### src/verilog/spm_pkg.sv
`default_nettype none
package spm_pkg;
    // Pin function selects (per pin, 3-bit code)
    localparam logic [2:0] SPM_FN_GPIO = 3'h0;
    localparam logic [2:0] SPM_FN_ALT1 = 3'h1;
    localparam logic [2:0] SPM_FN_ALT2 = 3'h2;
    localparam logic [2:0] SPM_FN_ALT3 = 3'h3;
    localparam logic [2:0] SPM_FN_ALT4 = 3'h4;
    localparam int SPM_FN_W = 3;
    // Port C pin numbers used by alternate functions
    localparam int SPM_PC_BUFFERED_CLOCK_OUT  = 2;
    localparam int SPM_PC_TA0   = 3;
    localparam int SPM_PC_TA1   = 4;
    localparam int SPM_PC_XB7   = 5;
    localparam int SPM_PC_XB3   = 6;
    localparam int SPM_PC_SS    = 7;
    localparam int SPM_PC_MISO  = 8;
    localparam int SPM_PC_SCLK  = 9;
    // Internal reset stretch after the pin releases
    localparam int SPM_RST_CYCLES = 32;
    localparam int SPM_RST_W      = 6;
endpackage : spm_pkg
`default_nettype wire

### src/verilog/spm_pin_mux.sv
// Contract
// Test-select pin sampled on test clock edges to step the TAP.
// After any reset, shared test pin selects test-select function.
// Low on external reset pin resets device and holds it.
// Internal reset releases synchronously after fixed clock count.
// Reset pin may become port D bit 4; external reset then disabled.
// After reset, reset pin defaults to reset function.
// During reset every muxed pin is input with pull-up.
// Port A, B, C pins individually in/out, default GPIO.
// Analog input reaches converter channel and comparator together.
// Port B bits 2,3 choose converter channel or reference.
// Port C bit 2 drives buffered clock chosen by select field.
// Slave-select on port C bit 7 marks transfer to receive.
// MISO is input in master mode, output in slave mode.
// Slave MISO floats when slave not selected.
// SPI clock outputs as master, input as slave.
// Serial 0 transmit on C2 or C7 is single-wire line.
// C2, C6, C9, C5 feed crossbar inputs 2, 3, 4, 7.
// C3, C4 carry timer A ch0/ch1 and comparator A/B outputs.
// One selected function drives each pin; inputs may observe.
`timescale 1ns/10ps
`default_nettype none
module spm_pin_mux
    import spm_pkg::*;
#(
    parameter int NA = 2,
    parameter int NB = 4,
    parameter int NC = 10,
    parameter int RST_CYCLES = SPM_RST_CYCLES
) (
    input  wire logic                  clk_sys_in,
    input  wire logic                  rst_in,
    // Shared test-select / port D3 pin
    input  wire logic                  pd3_pin_in,
    output logic                       pd3_pin_out,
    output logic                       pd3_pin_oe_n_out,
    output logic                       pd3_pullup_out,
    input  wire logic                  pd3_gpio_sel_in,
    input  wire logic                  pd3_gpio_dout_in,
    input  wire logic                  pd3_gpio_dir_in,
    output logic                       port_d_bit3_io_out,
    output logic                       test_mode_sel_out,
    // Shared reset / port D4 pin (open drain)
    input  wire logic                  pd4_pin_in,
    output logic                       pd4_pin_out,
    output logic                       pd4_pin_oe_n_out,
    output logic                       pd4_pullup_out,
    input  wire logic                  pd4_gpio_sel_in,
    input  wire logic                  pd4_gpio_dout_in,
    input  wire logic                  pd4_gpio_dir_in,
    output logic                       port_d_bit4_io_out,
    input  wire logic                  other_reset_in,
    output logic                       int_rst_out,
    // Port A and B analog-capable pins
    input  wire logic [NA-1:0]         pa_pin_in,
    output logic      [NA-1:0]         pa_pin_out,
    output logic      [NA-1:0]         pa_pin_oe_n_out,
    output logic      [NA-1:0]         pa_pullup_out,
    input  wire logic [NA-1:0]         pa_analog_sel_in,
    input  wire logic [NA-1:0]         pa_gpio_dout_in,
    input  wire logic [NA-1:0]         pa_gpio_dir_in,
    output logic      [NA-1:0]         pa_gpio_din_out,
    output logic      [NA-1:0]         conv_a_chan_en_out,
    output logic      [NA-1:0]         comp_a_in_en_out,
    input  wire logic [NB-1:0]         pb_pin_in,
    output logic      [NB-1:0]         pb_pin_out,
    output logic      [NB-1:0]         pb_pin_oe_n_out,
    output logic      [NB-1:0]         pb_pullup_out,
    input  wire logic [NB-1:0]         pb_analog_sel_in,
    input  wire logic [NB-1:0]         pb_gpio_dout_in,
    input  wire logic [NB-1:0]         pb_gpio_dir_in,
    output logic      [NB-1:0]         pb_gpio_din_out,
    input  wire logic [1:0]            conv_b_ref_mode_in,
    output logic      [NB-1:0]         conv_b_chan_en_out,
    output logic      [NB-1:0]         comp_b_in_en_out,
    output logic                       conv_b_high_reference_out,
    output logic                       conv_b_low_reference_out,
    // Port C
    input  wire logic [NC-1:0]         pc_pin_in,
    output logic      [NC-1:0]         pc_pin_out,
    output logic      [NC-1:0]         pc_pin_oe_n_out,
    output logic      [NC-1:0]         pc_pullup_out,
    input  wire logic [NC*SPM_FN_W-1:0] pc_fn_sel_in,
    input  wire logic [NC-1:0]         pc_gpio_dout_in,
    input  wire logic [NC-1:0]         pc_gpio_dir_in,
    output logic      [NC-1:0]         pc_gpio_din_out,
    // Peripheral side
    input  wire logic [3:0]            clock_sources_in,
    input  wire logic [1:0]            clock_out_source_select_in,
    input  wire logic                  serial0_transmit_in,
    input  wire logic                  serial0_single_wire_in,
    output logic                       serial0_receive_out,
    input  wire logic [1:0]            timer_a_dout_in,
    input  wire logic [1:0]            timer_a_oe_in,
    output logic      [1:0]            timer_a_din_out,
    input  wire logic                  comp_a_output_in,
    input  wire logic                  comp_b_output_in,
    output logic      [3:0]            crossbar_in_out,
    input  wire logic                  spi_master_in,
    input  wire logic                  spi_sclk_in,
    input  wire logic                  spi_miso_in,
    output logic                       spi_sclk_out,
    output logic                       spi_miso_out,
    output logic                       spi_slave_sel_n_out,
    input  wire logic                  spi_ss_drive_in
);
    // Two-flop synchronisers for every pin level read by logic except the test-select pass-through
    localparam int NP = NA + NB + NC + 2;
    logic [NP-1:0] sync1;
    logic [NP-1:0] sync2;
    logic [NP-1:0] next_sync1;
    always_comb begin
        next_sync1 = {pd4_pin_in, pd3_pin_in, pc_pin_in, pb_pin_in, pa_pin_in};
    end
    always_ff @(posedge clk_sys_in or posedge rst_in) begin
        if (rst_in) begin
            sync1 <= '1;
            sync2 <= '1;
        end else begin
            sync1 <= next_sync1;
            sync2 <= sync1;
        end
    end
    logic [NA-1:0] pa_s;
    logic [NB-1:0] pb_s;
    logic [NC-1:0] pc_s;
    logic          pd3_s;
    logic          pd4_s;
    assign pa_s  = sync2[NA-1:0];
    assign pb_s  = sync2[NA+NB-1:NA];
    assign pc_s  = sync2[NA+NB+NC-1:NA+NB];
    assign pd3_s = sync2[NP-2];
    assign pd4_s = sync2[NP-1];

    // Reset stretcher: pin request or other sources restart the count
    logic [SPM_RST_W-1:0] rst_cnt;
    logic [SPM_RST_W-1:0] next_rst_cnt;
    logic                 pin_mode_io;
    logic                 next_pin_mode_io;
    logic                 ext_req;
    assign ext_req = !pin_mode_io && !pd4_s;
    always_comb begin
        next_rst_cnt = rst_cnt;
        if (ext_req || other_reset_in) begin
            next_rst_cnt = SPM_RST_W'(RST_CYCLES);
        end else if (rst_cnt != '0) begin
            next_rst_cnt = rst_cnt - 1'b1;
        end
    end
    // Pin role is taken only while running so reset always restores it
    always_comb begin
        next_pin_mode_io = (rst_cnt == '0) ? pd4_gpio_sel_in : 1'b0;
    end
    logic                 pd3_mode_io;
    logic                 next_pd3_mode_io;
    always_comb begin
        next_pd3_mode_io = (rst_cnt == '0) ? pd3_gpio_sel_in : 1'b0;
    end
    always_ff @(posedge clk_sys_in or posedge rst_in) begin
        if (rst_in) begin
            rst_cnt     <= SPM_RST_W'(RST_CYCLES);
            pin_mode_io <= 1'b0;
            pd3_mode_io <= 1'b0;
        end else begin
            rst_cnt     <= next_rst_cnt;
            pin_mode_io <= next_pin_mode_io;
            pd3_mode_io <= next_pd3_mode_io;
        end
    end
    logic in_rst;
    assign in_rst      = rst_cnt != '0;
    assign int_rst_out = in_rst;

    // Role flops lag the count by one edge, so gate them with reset here
    logic pd3_role_io;
    assign pd3_role_io = pd3_mode_io && !in_rst;
    // Test-select pass-through: the TAP samples on its own clock
    assign test_mode_sel_out  = pd3_role_io ? 1'b1 : pd3_pin_in;
    assign port_d_bit3_io_out = pd3_s;
    assign port_d_bit4_io_out = pd4_s;

    // Port C function decode
    logic [SPM_FN_W-1:0] fsel [NC];
    logic                clk_buf;
    logic                ss_sel;
    logic                tx_drv;
    always_comb begin
        clk_buf = clock_sources_in[clock_out_source_select_in];
    end
    genvar gi;
    generate
        for (gi = 0; gi < NC; gi++) begin : g_fsel
            assign fsel[gi] = in_rst ? SPM_FN_GPIO
                            : pc_fn_sel_in[gi*SPM_FN_W +: SPM_FN_W];
        end
    endgenerate
    assign ss_sel = fsel[SPM_PC_SS] == SPM_FN_ALT1;
    assign spi_slave_sel_n_out = ss_sel ? pc_s[SPM_PC_SS] : 1'b1;
    // Single wire: receive comes from the transmit pin
    logic tx_on_c2;
    logic tx_on_c7;
    assign tx_on_c2 = fsel[SPM_PC_BUFFERED_CLOCK_OUT] == SPM_FN_ALT1;
    assign tx_on_c7 = fsel[SPM_PC_SS] == SPM_FN_ALT2;
    assign tx_drv   = serial0_transmit_in;
    always_comb begin
        serial0_receive_out = 1'b1;
        if (serial0_single_wire_in && tx_on_c2) begin
            serial0_receive_out = pc_s[SPM_PC_BUFFERED_CLOCK_OUT];
        end else if (serial0_single_wire_in && tx_on_c7) begin
            serial0_receive_out = pc_s[SPM_PC_SS];
        end else if (fsel[SPM_PC_TA0] == SPM_FN_ALT3) begin
            serial0_receive_out = pc_s[SPM_PC_TA0];
        end else if (fsel[SPM_PC_MISO] == SPM_FN_ALT2) begin
            serial0_receive_out = pc_s[SPM_PC_MISO];
        end
    end
    assign crossbar_in_out = {
        fsel[SPM_PC_XB7] == SPM_FN_ALT2 ? pc_s[SPM_PC_XB7] : 1'b0,
        fsel[SPM_PC_SCLK] == SPM_FN_ALT2 ? pc_s[SPM_PC_SCLK] : 1'b0,
        fsel[SPM_PC_XB3] == SPM_FN_ALT2 ? pc_s[SPM_PC_XB3] : 1'b0,
        fsel[SPM_PC_BUFFERED_CLOCK_OUT] == SPM_FN_ALT3 ? pc_s[SPM_PC_BUFFERED_CLOCK_OUT] : 1'b0
    };
    assign timer_a_din_out = {pc_s[SPM_PC_TA1], pc_s[SPM_PC_TA0]};
    assign spi_sclk_out = pc_s[SPM_PC_SCLK];
    assign spi_miso_out = pc_s[SPM_PC_MISO];

    // Per-pin driver: at most one function owns output and enable
    always_comb begin
        pc_pin_out      = '0;
        pc_pin_oe_n_out = '1;
        for (int i = 0; i < NC; i++) begin
            if (fsel[i] == SPM_FN_GPIO && !in_rst) begin
                pc_pin_out[i]      = pc_gpio_dout_in[i];
                pc_pin_oe_n_out[i] = !pc_gpio_dir_in[i];
            end
        end
        unique case (fsel[SPM_PC_BUFFERED_CLOCK_OUT])
            SPM_FN_ALT1: begin
                pc_pin_out[SPM_PC_BUFFERED_CLOCK_OUT]      = tx_drv;
                pc_pin_oe_n_out[SPM_PC_BUFFERED_CLOCK_OUT] = 1'b0;
            end
            SPM_FN_ALT4: begin
                pc_pin_out[SPM_PC_BUFFERED_CLOCK_OUT]      = clk_buf;
                pc_pin_oe_n_out[SPM_PC_BUFFERED_CLOCK_OUT] = 1'b0;
            end
            default: ;
        endcase
        if (fsel[SPM_PC_TA0] == SPM_FN_ALT1) begin
            pc_pin_out[SPM_PC_TA0]      = timer_a_dout_in[0];
            pc_pin_oe_n_out[SPM_PC_TA0] = !timer_a_oe_in[0];
        end else if (fsel[SPM_PC_TA0] == SPM_FN_ALT2) begin
            pc_pin_out[SPM_PC_TA0]      = comp_a_output_in;
            pc_pin_oe_n_out[SPM_PC_TA0] = 1'b0;
        end
        if (fsel[SPM_PC_TA1] == SPM_FN_ALT1) begin
            pc_pin_out[SPM_PC_TA1]      = timer_a_dout_in[1];
            pc_pin_oe_n_out[SPM_PC_TA1] = !timer_a_oe_in[1];
        end else if (fsel[SPM_PC_TA1] == SPM_FN_ALT2) begin
            pc_pin_out[SPM_PC_TA1]      = comp_b_output_in;
            pc_pin_oe_n_out[SPM_PC_TA1] = 1'b0;
        end
        if (fsel[SPM_PC_SS] == SPM_FN_ALT1) begin
            pc_pin_out[SPM_PC_SS]      = 1'b0;
            pc_pin_oe_n_out[SPM_PC_SS] = !(spi_master_in && spi_ss_drive_in);
        end else if (tx_on_c7) begin
            pc_pin_out[SPM_PC_SS]      = tx_drv;
            pc_pin_oe_n_out[SPM_PC_SS] = 1'b0;
        end
        if (fsel[SPM_PC_MISO] == SPM_FN_ALT1) begin
            pc_pin_out[SPM_PC_MISO]      = spi_miso_in;
            pc_pin_oe_n_out[SPM_PC_MISO] = spi_master_in
                                         || spi_slave_sel_n_out;
        end
        if (fsel[SPM_PC_SCLK] == SPM_FN_ALT1) begin
            pc_pin_out[SPM_PC_SCLK]      = spi_sclk_in;
            pc_pin_oe_n_out[SPM_PC_SCLK] = !spi_master_in;
        end
    end
    assign pc_gpio_din_out = pc_s;
    assign pc_pullup_out   = pc_pin_oe_n_out;

    // Analog pins: an analog pin never drives digitally
    assign pa_pin_out         = pa_gpio_dout_in;
    assign pa_pin_oe_n_out    = in_rst ? '1 : ~(pa_gpio_dir_in & ~pa_analog_sel_in);
    assign pa_pullup_out      = in_rst ? '1 : ~(pa_analog_sel_in | pa_gpio_dir_in);
    assign pa_gpio_din_out    = pa_s;
    assign conv_a_chan_en_out = in_rst ? '0 : pa_analog_sel_in;
    assign comp_a_in_en_out   = in_rst ? '0 : pa_analog_sel_in;
    logic [NB-1:0] pb_an;
    assign pb_an           = in_rst ? '0 : pb_analog_sel_in;
    assign pb_pin_out      = pb_gpio_dout_in;
    assign pb_pin_oe_n_out = in_rst ? '1 : ~(pb_gpio_dir_in & ~pb_analog_sel_in);
    assign pb_pullup_out   = in_rst ? '1 : ~(pb_analog_sel_in | pb_gpio_dir_in);
    assign pb_gpio_din_out = pb_s;
    assign comp_b_in_en_out = pb_an;
    always_comb begin
        conv_b_chan_en_out = pb_an;
        conv_b_chan_en_out[2] = pb_an[2] && !conv_b_ref_mode_in[0];
        conv_b_chan_en_out[3] = pb_an[3] && !conv_b_ref_mode_in[1];
    end
    assign conv_b_high_reference_out = pb_an[2] && conv_b_ref_mode_in[0];
    assign conv_b_low_reference_out  = pb_an[3] && conv_b_ref_mode_in[1];

    // Port D pins
    assign pd3_pin_out      = pd3_gpio_dout_in;
    assign pd3_pin_oe_n_out = !(pd3_role_io && pd3_gpio_dir_in);
    assign pd3_pullup_out   = !(pd3_role_io && pd3_gpio_dir_in);
    // Open drain: only ever drives low
    assign pd4_pin_out      = 1'b0;
    assign pd4_pin_oe_n_out = !(pin_mode_io && pd4_gpio_dir_in
                                && !pd4_gpio_dout_in && !in_rst);
    assign pd4_pullup_out   = !pin_mode_io || !pd4_gpio_dir_in || in_rst;

    a_reset_stretch: assert property (@(posedge clk_sys_in) disable iff (rst_in)
        ext_req |=> rst_cnt == SPM_RST_W'(RST_CYCLES))
        else $error("reset not held");
    a_pin_default: assert property (@(posedge clk_sys_in) disable iff (rst_in)
        in_rst |=> !pin_mode_io && !pd3_mode_io) else $error("pin role");
    a_reset_inputs: assert property (@(posedge clk_sys_in) disable iff (rst_in)
        in_rst |-> pc_pin_oe_n_out == '1 && pc_pullup_out == '1)
        else $error("pin not input in reset");
    a_miso_float: assert property (@(posedge clk_sys_in) disable iff (rst_in)
        fsel[SPM_PC_MISO] == SPM_FN_ALT1 && !spi_master_in
        && spi_slave_sel_n_out |-> pc_pin_oe_n_out[SPM_PC_MISO])
        else $error("miso driven unselected");
    a_sclk_dir: assert property (@(posedge clk_sys_in) disable iff (rst_in)
        fsel[SPM_PC_SCLK] == SPM_FN_ALT1 |->
        pc_pin_oe_n_out[SPM_PC_SCLK] == !spi_master_in)
        else $error("sclk direction");
    a_ref_excl: assert property (@(posedge clk_sys_in) disable iff (rst_in)
        !(conv_b_high_reference_out && conv_b_chan_en_out[2]))
        else $error("ref and channel both");
    a_analog_both: assert property (@(posedge clk_sys_in) disable iff (rst_in)
        conv_a_chan_en_out == comp_a_in_en_out)
        else $error("analog split");
    a_od_high: assert property (@(posedge clk_sys_in) disable iff (rst_in)
        !pd4_pin_oe_n_out |-> !pd4_pin_out && pin_mode_io)
        else $error("open drain drove");
endmodule : spm_pin_mux
`default_nettype wire

### config.mk
export PLATFORM = sky130hd
export DESIGN_NAME = spm_pin_mux
export DESIGN_NICKNAME = d
export VERILOG_FILES = /design/src/verilog/spm_pkg.sv /design/src/verilog/spm_pin_mux.sv
export SDC_FILE = /design/constraint.sdc
export NUM_CORES = 1
export LEC_CHECK = 0
export BUFFER_PORTS_ARGS = -buffer_cell sky130_fd_sc_hd__buf_4
export CAP_MARGIN = 10
export CORE_AREA = 2 2 83 85
export DETAILED_ROUTE_END_ITERATION = 10
export DIE_AREA = 0 0 85 87
export PLACE_DENSITY = 0.76
export SYNTH_ARGS = -nofsm -noshare
export SYNTH_HDL_FRONTEND = slang
export SYNTH_SLANG_ARGS = --single-unit
### constraint.sdc
create_clock -name clk_sys_in -period 3 [get_ports clk_sys_in]
set_clock_uncertainty 0.1 [all_clocks]
set_input_delay 0.6 -clock clk_sys_in [delete_from_list [all_inputs] [get_ports clk_sys_in]]
set_output_delay 0.6 -clock clk_sys_in [all_outputs]
set_load 0.02 [all_outputs]
==> flow_summary_export.csv <==
group,metric,value,unit
run_status,status,"finished, final reports clean",
detailed_routing,drtIter0Drc,65,
sta,slew-limit-headroom,0.535,
placement,dpl_cell_area,3600,um2
detailed_routing,totalWireLength,6.50,mm
sta,final.setup.tns,0,ns
global_routing,top_usage_layer,"met2",
global_routing,grt_overflow,0,
cells_and_area,syn2layout_area_growth,66.6,%
sta,min_period,2.90,ns
placement,port_buffers,197,
worst_setup_path,worstSetupPathType,"reg -> out",
floorplan,fp-row-count,30,
floorplan,die_h,87,um
global_routing,grt_use_total,0.164,
floorplan,start_util,0.339,
sta,worst_pin_slew,0.694,ns
logic_synthesis,yosys_warnings,0,
logic_synthesis,syn_area_per_cell,10.6,um2
logic_synthesis,syn-cell-area,2230,um2
power_and_ir_drop,vdd_ir_drop_max,0.460,mV
global_routing,use_met3,0.0389,
detailed_routing,vias,2203,
logic_synthesis,yosys-top-cells-count,"dfstp_2, buf_4, nor2_1",
detailed_routing,wl_per_cell,13.9,um
hold_path,hold_path.class,"in -> async",
logic_synthesis,yosysTopAreaCellShare,0.436,
power_and_ir_drop,power.density,398,nW/um2
detailed_routing,firstDrtPassIters,4,
cells_and_area,final_core_utilization,0.565,
cells_and_area,layout.nets,503,
logic_synthesis,synth_area_leaders,"dfstp_2, buf_4, dfrtp_1, mux2i_1, and2_1",
placement,dp.cells,459,
clock_tree,htree_levels,2,
clock_tree,cts_tree,"built",
worst_setup_path,critPathMaxFanout,23,
clock_tree,cts_made_buffers,5,
logic_synthesis,syn_inst,211,
floorplan,die-area,7400,um2
global_routing,grt_antenna_before_repair,0,
clock_tree,ctsResizeCount,0,
logic_synthesis,synth_enable_flop_cells,0,
detailed_routing,drcViolationCount,0,
logic_synthesis,synth_flop_cell,"dfstp_2",
cells_and_area,antenna_cells,0,
worst_setup_path,required,2.30,ns
cells_and_area,final_cells,467,
global_routing,use_met2,0.315,
worst_setup_path,crit_path_start_kind,"flip-flop",
cells_and_area,drive_gt1_frac,0.654,
global_routing,grt_pass1_wl,9.75,mm
sta,setup_viol,0,
logic_synthesis,ys_types,46,
floorplan,ioPinCount,213,
sta,finalHoldViolCount,0,
placement,post-dp-hpwl,5.49,mm
placement,dp_slack,0.372,ns
global_routing,grt_use_met1,0.178,
logic_synthesis,ys_ff_latch,44,
logic_synthesis,async_flop_share,1.00,
logic_synthesis,yosysSeqAreaShare,0.515,
floorplan,die_w,85,um
placement,gp_congestion,0.867,
detailed_routing,postRouteAntennaNets,0,
clock_tree,cts_buffer_depth,2,
worst_setup_path,arrival,2.20,ns
worst_setup_path,critPathCaptureType,"output pin",
flow_run,drv_cap,0,
sta,worst_slack,0.103,ns
clock_tree,clock-sinks,44,
sta,period_share,0.966,
floorplan,core,6570,um2
logic_synthesis,synth_top_cell_by_area,"dfstp_2",
sta,rsz0062_at_grt,"false",
global_routing,grt_pass1_vias,2169,
clock_tree,hold_buffers,0,
clock_tree,root_buffer,"clkbuf_8",
clock_tree,cts.clk_slew.worst_paths,0.08,ns
detailed_routing,viasPerCell,4.72,
cells_and_area,final_area,3710,um2
power_and_ir_drop,p_leak,1.78,nW
logic_synthesis,syn_nets,328,
sta,slew_violations,0,
logic_synthesis,synth_most_common_cell,"dfstp_2",
clock_tree,post-cts-setup-buffers,0,
clock_tree,clock_latency,0.29,ns
sta,fmax,345,MHz
global_routing,grt_max_degree,24,
layer usage:
layer / wire, um / share of wire
met1: 2350 / 0.36
met2: 3570 / 0.55
met3: 511 / 0.079
met4: 66 / 0.010
met5: 0 / 0
cell usage in the layout (no fill, tap or decap), types with 2 or more instances in the layout:
cell / instances
dfrtp_1: 7
nor2_1: 16
a2111o_1: 2
and3_1: 4
nor2b_1: 2
nand2b_1: 3
nand2_1: 14
ha_1: 2
nor4_1: 8
inv_1: 5
dfstp_2: 37
mux2i_1: 7
nor3_1: 8
a21o_1: 2
nand4_1: 3
o22ai_1: 2
nor3b_1: 2
buf_4: 200
nand3_1: 5
inv_4: 2
a31oi_1: 2
clkbuf_8: 5
nand3b_1: 7
and2_1: 10
o21ai_0: 9
a21oi_1: 2
layout make-up:
cell class	instances	area (um2)
Inverter	7	28.8
Timing Repair Buffer	200	1500
Sequential cell	44	1150
Clock inverter	3	45.0
Tap cell	80	100
Clock buffer	5	68.8
Multi-Input combinational cell	128	822
Fill cell	594	2860
kinds of logic (layout without fill, tap and decap cells):
kind of cell,Yosys count,in the layout,share of synthesized area
AOI/OAI and AO/OA,27,27,0.0848
and+or+nand+nor,88,88,0.222
xor gates and xnor gates,2,2,0.00786
other,1,1,0.00168
buffers and inverters,39,215,0.116
DFF,44,44,0.515
muxes,8,8,0.0416
adders and majority gates,2,2,0.0112
worst max-delay path, stage by stage, from the launching register on:
cell and delay, ns:
dfrtp_1 0.42, or3_4 0.41, nor3b_4 0.25, inv_4 0.14, or4_1 0.51, buf_4 0.18
flip-flops by register name, indices dropped and copies added (netlist names):
signal and flops:
rst_cnt 6, sync1 18, pin_mode_io 1, sync2 18, pd3_mode_io 1
where the power goes:
group | switching [mW] | internal [mW] | leakage, nW
clock | 0.199 | 0.251 | 0.0591
sequential | 0.0205 | 0.648 | 0.483
combinational | 0.170 | 0.188 | 1.24
total | 0.390 | 1.09 | 1.78
worst paths after layout:
path | cells after the start | to | slack [ns] | startpoint
worst min register to register | 0 | sync2[17] | 0.25 | sync1[17]
worst max register to register | 5 | rst_cnt[0] | 1.23 | rst_cnt[2]
worst max-delay path | 5 | pc_pullup_out[9] | 0.10 | rst_cnt[2]
min in group clk_sys_in | 0 | sync2[17] | 0.25 | sync1[17]
worst min-delay path | 2 | pin_mode_io | 0.24 | rst_in
max in group asynchronous | 3 | sync1[11] | 1.83 | rst_in
through the flow:
stage / power (mW) / hold WS (ns)
2_1_floorplan: 0.856 / 0.245
3_3_place_gp: 1.03 / 0.245
3_5_place_dp: 1.04 / 0.247
4_1_cts: 1.50 / 0.252
5_1_grt: 1.55 / 0.253
6_report: 1.48 / 0.244
(Power assumes the default switching activity.)
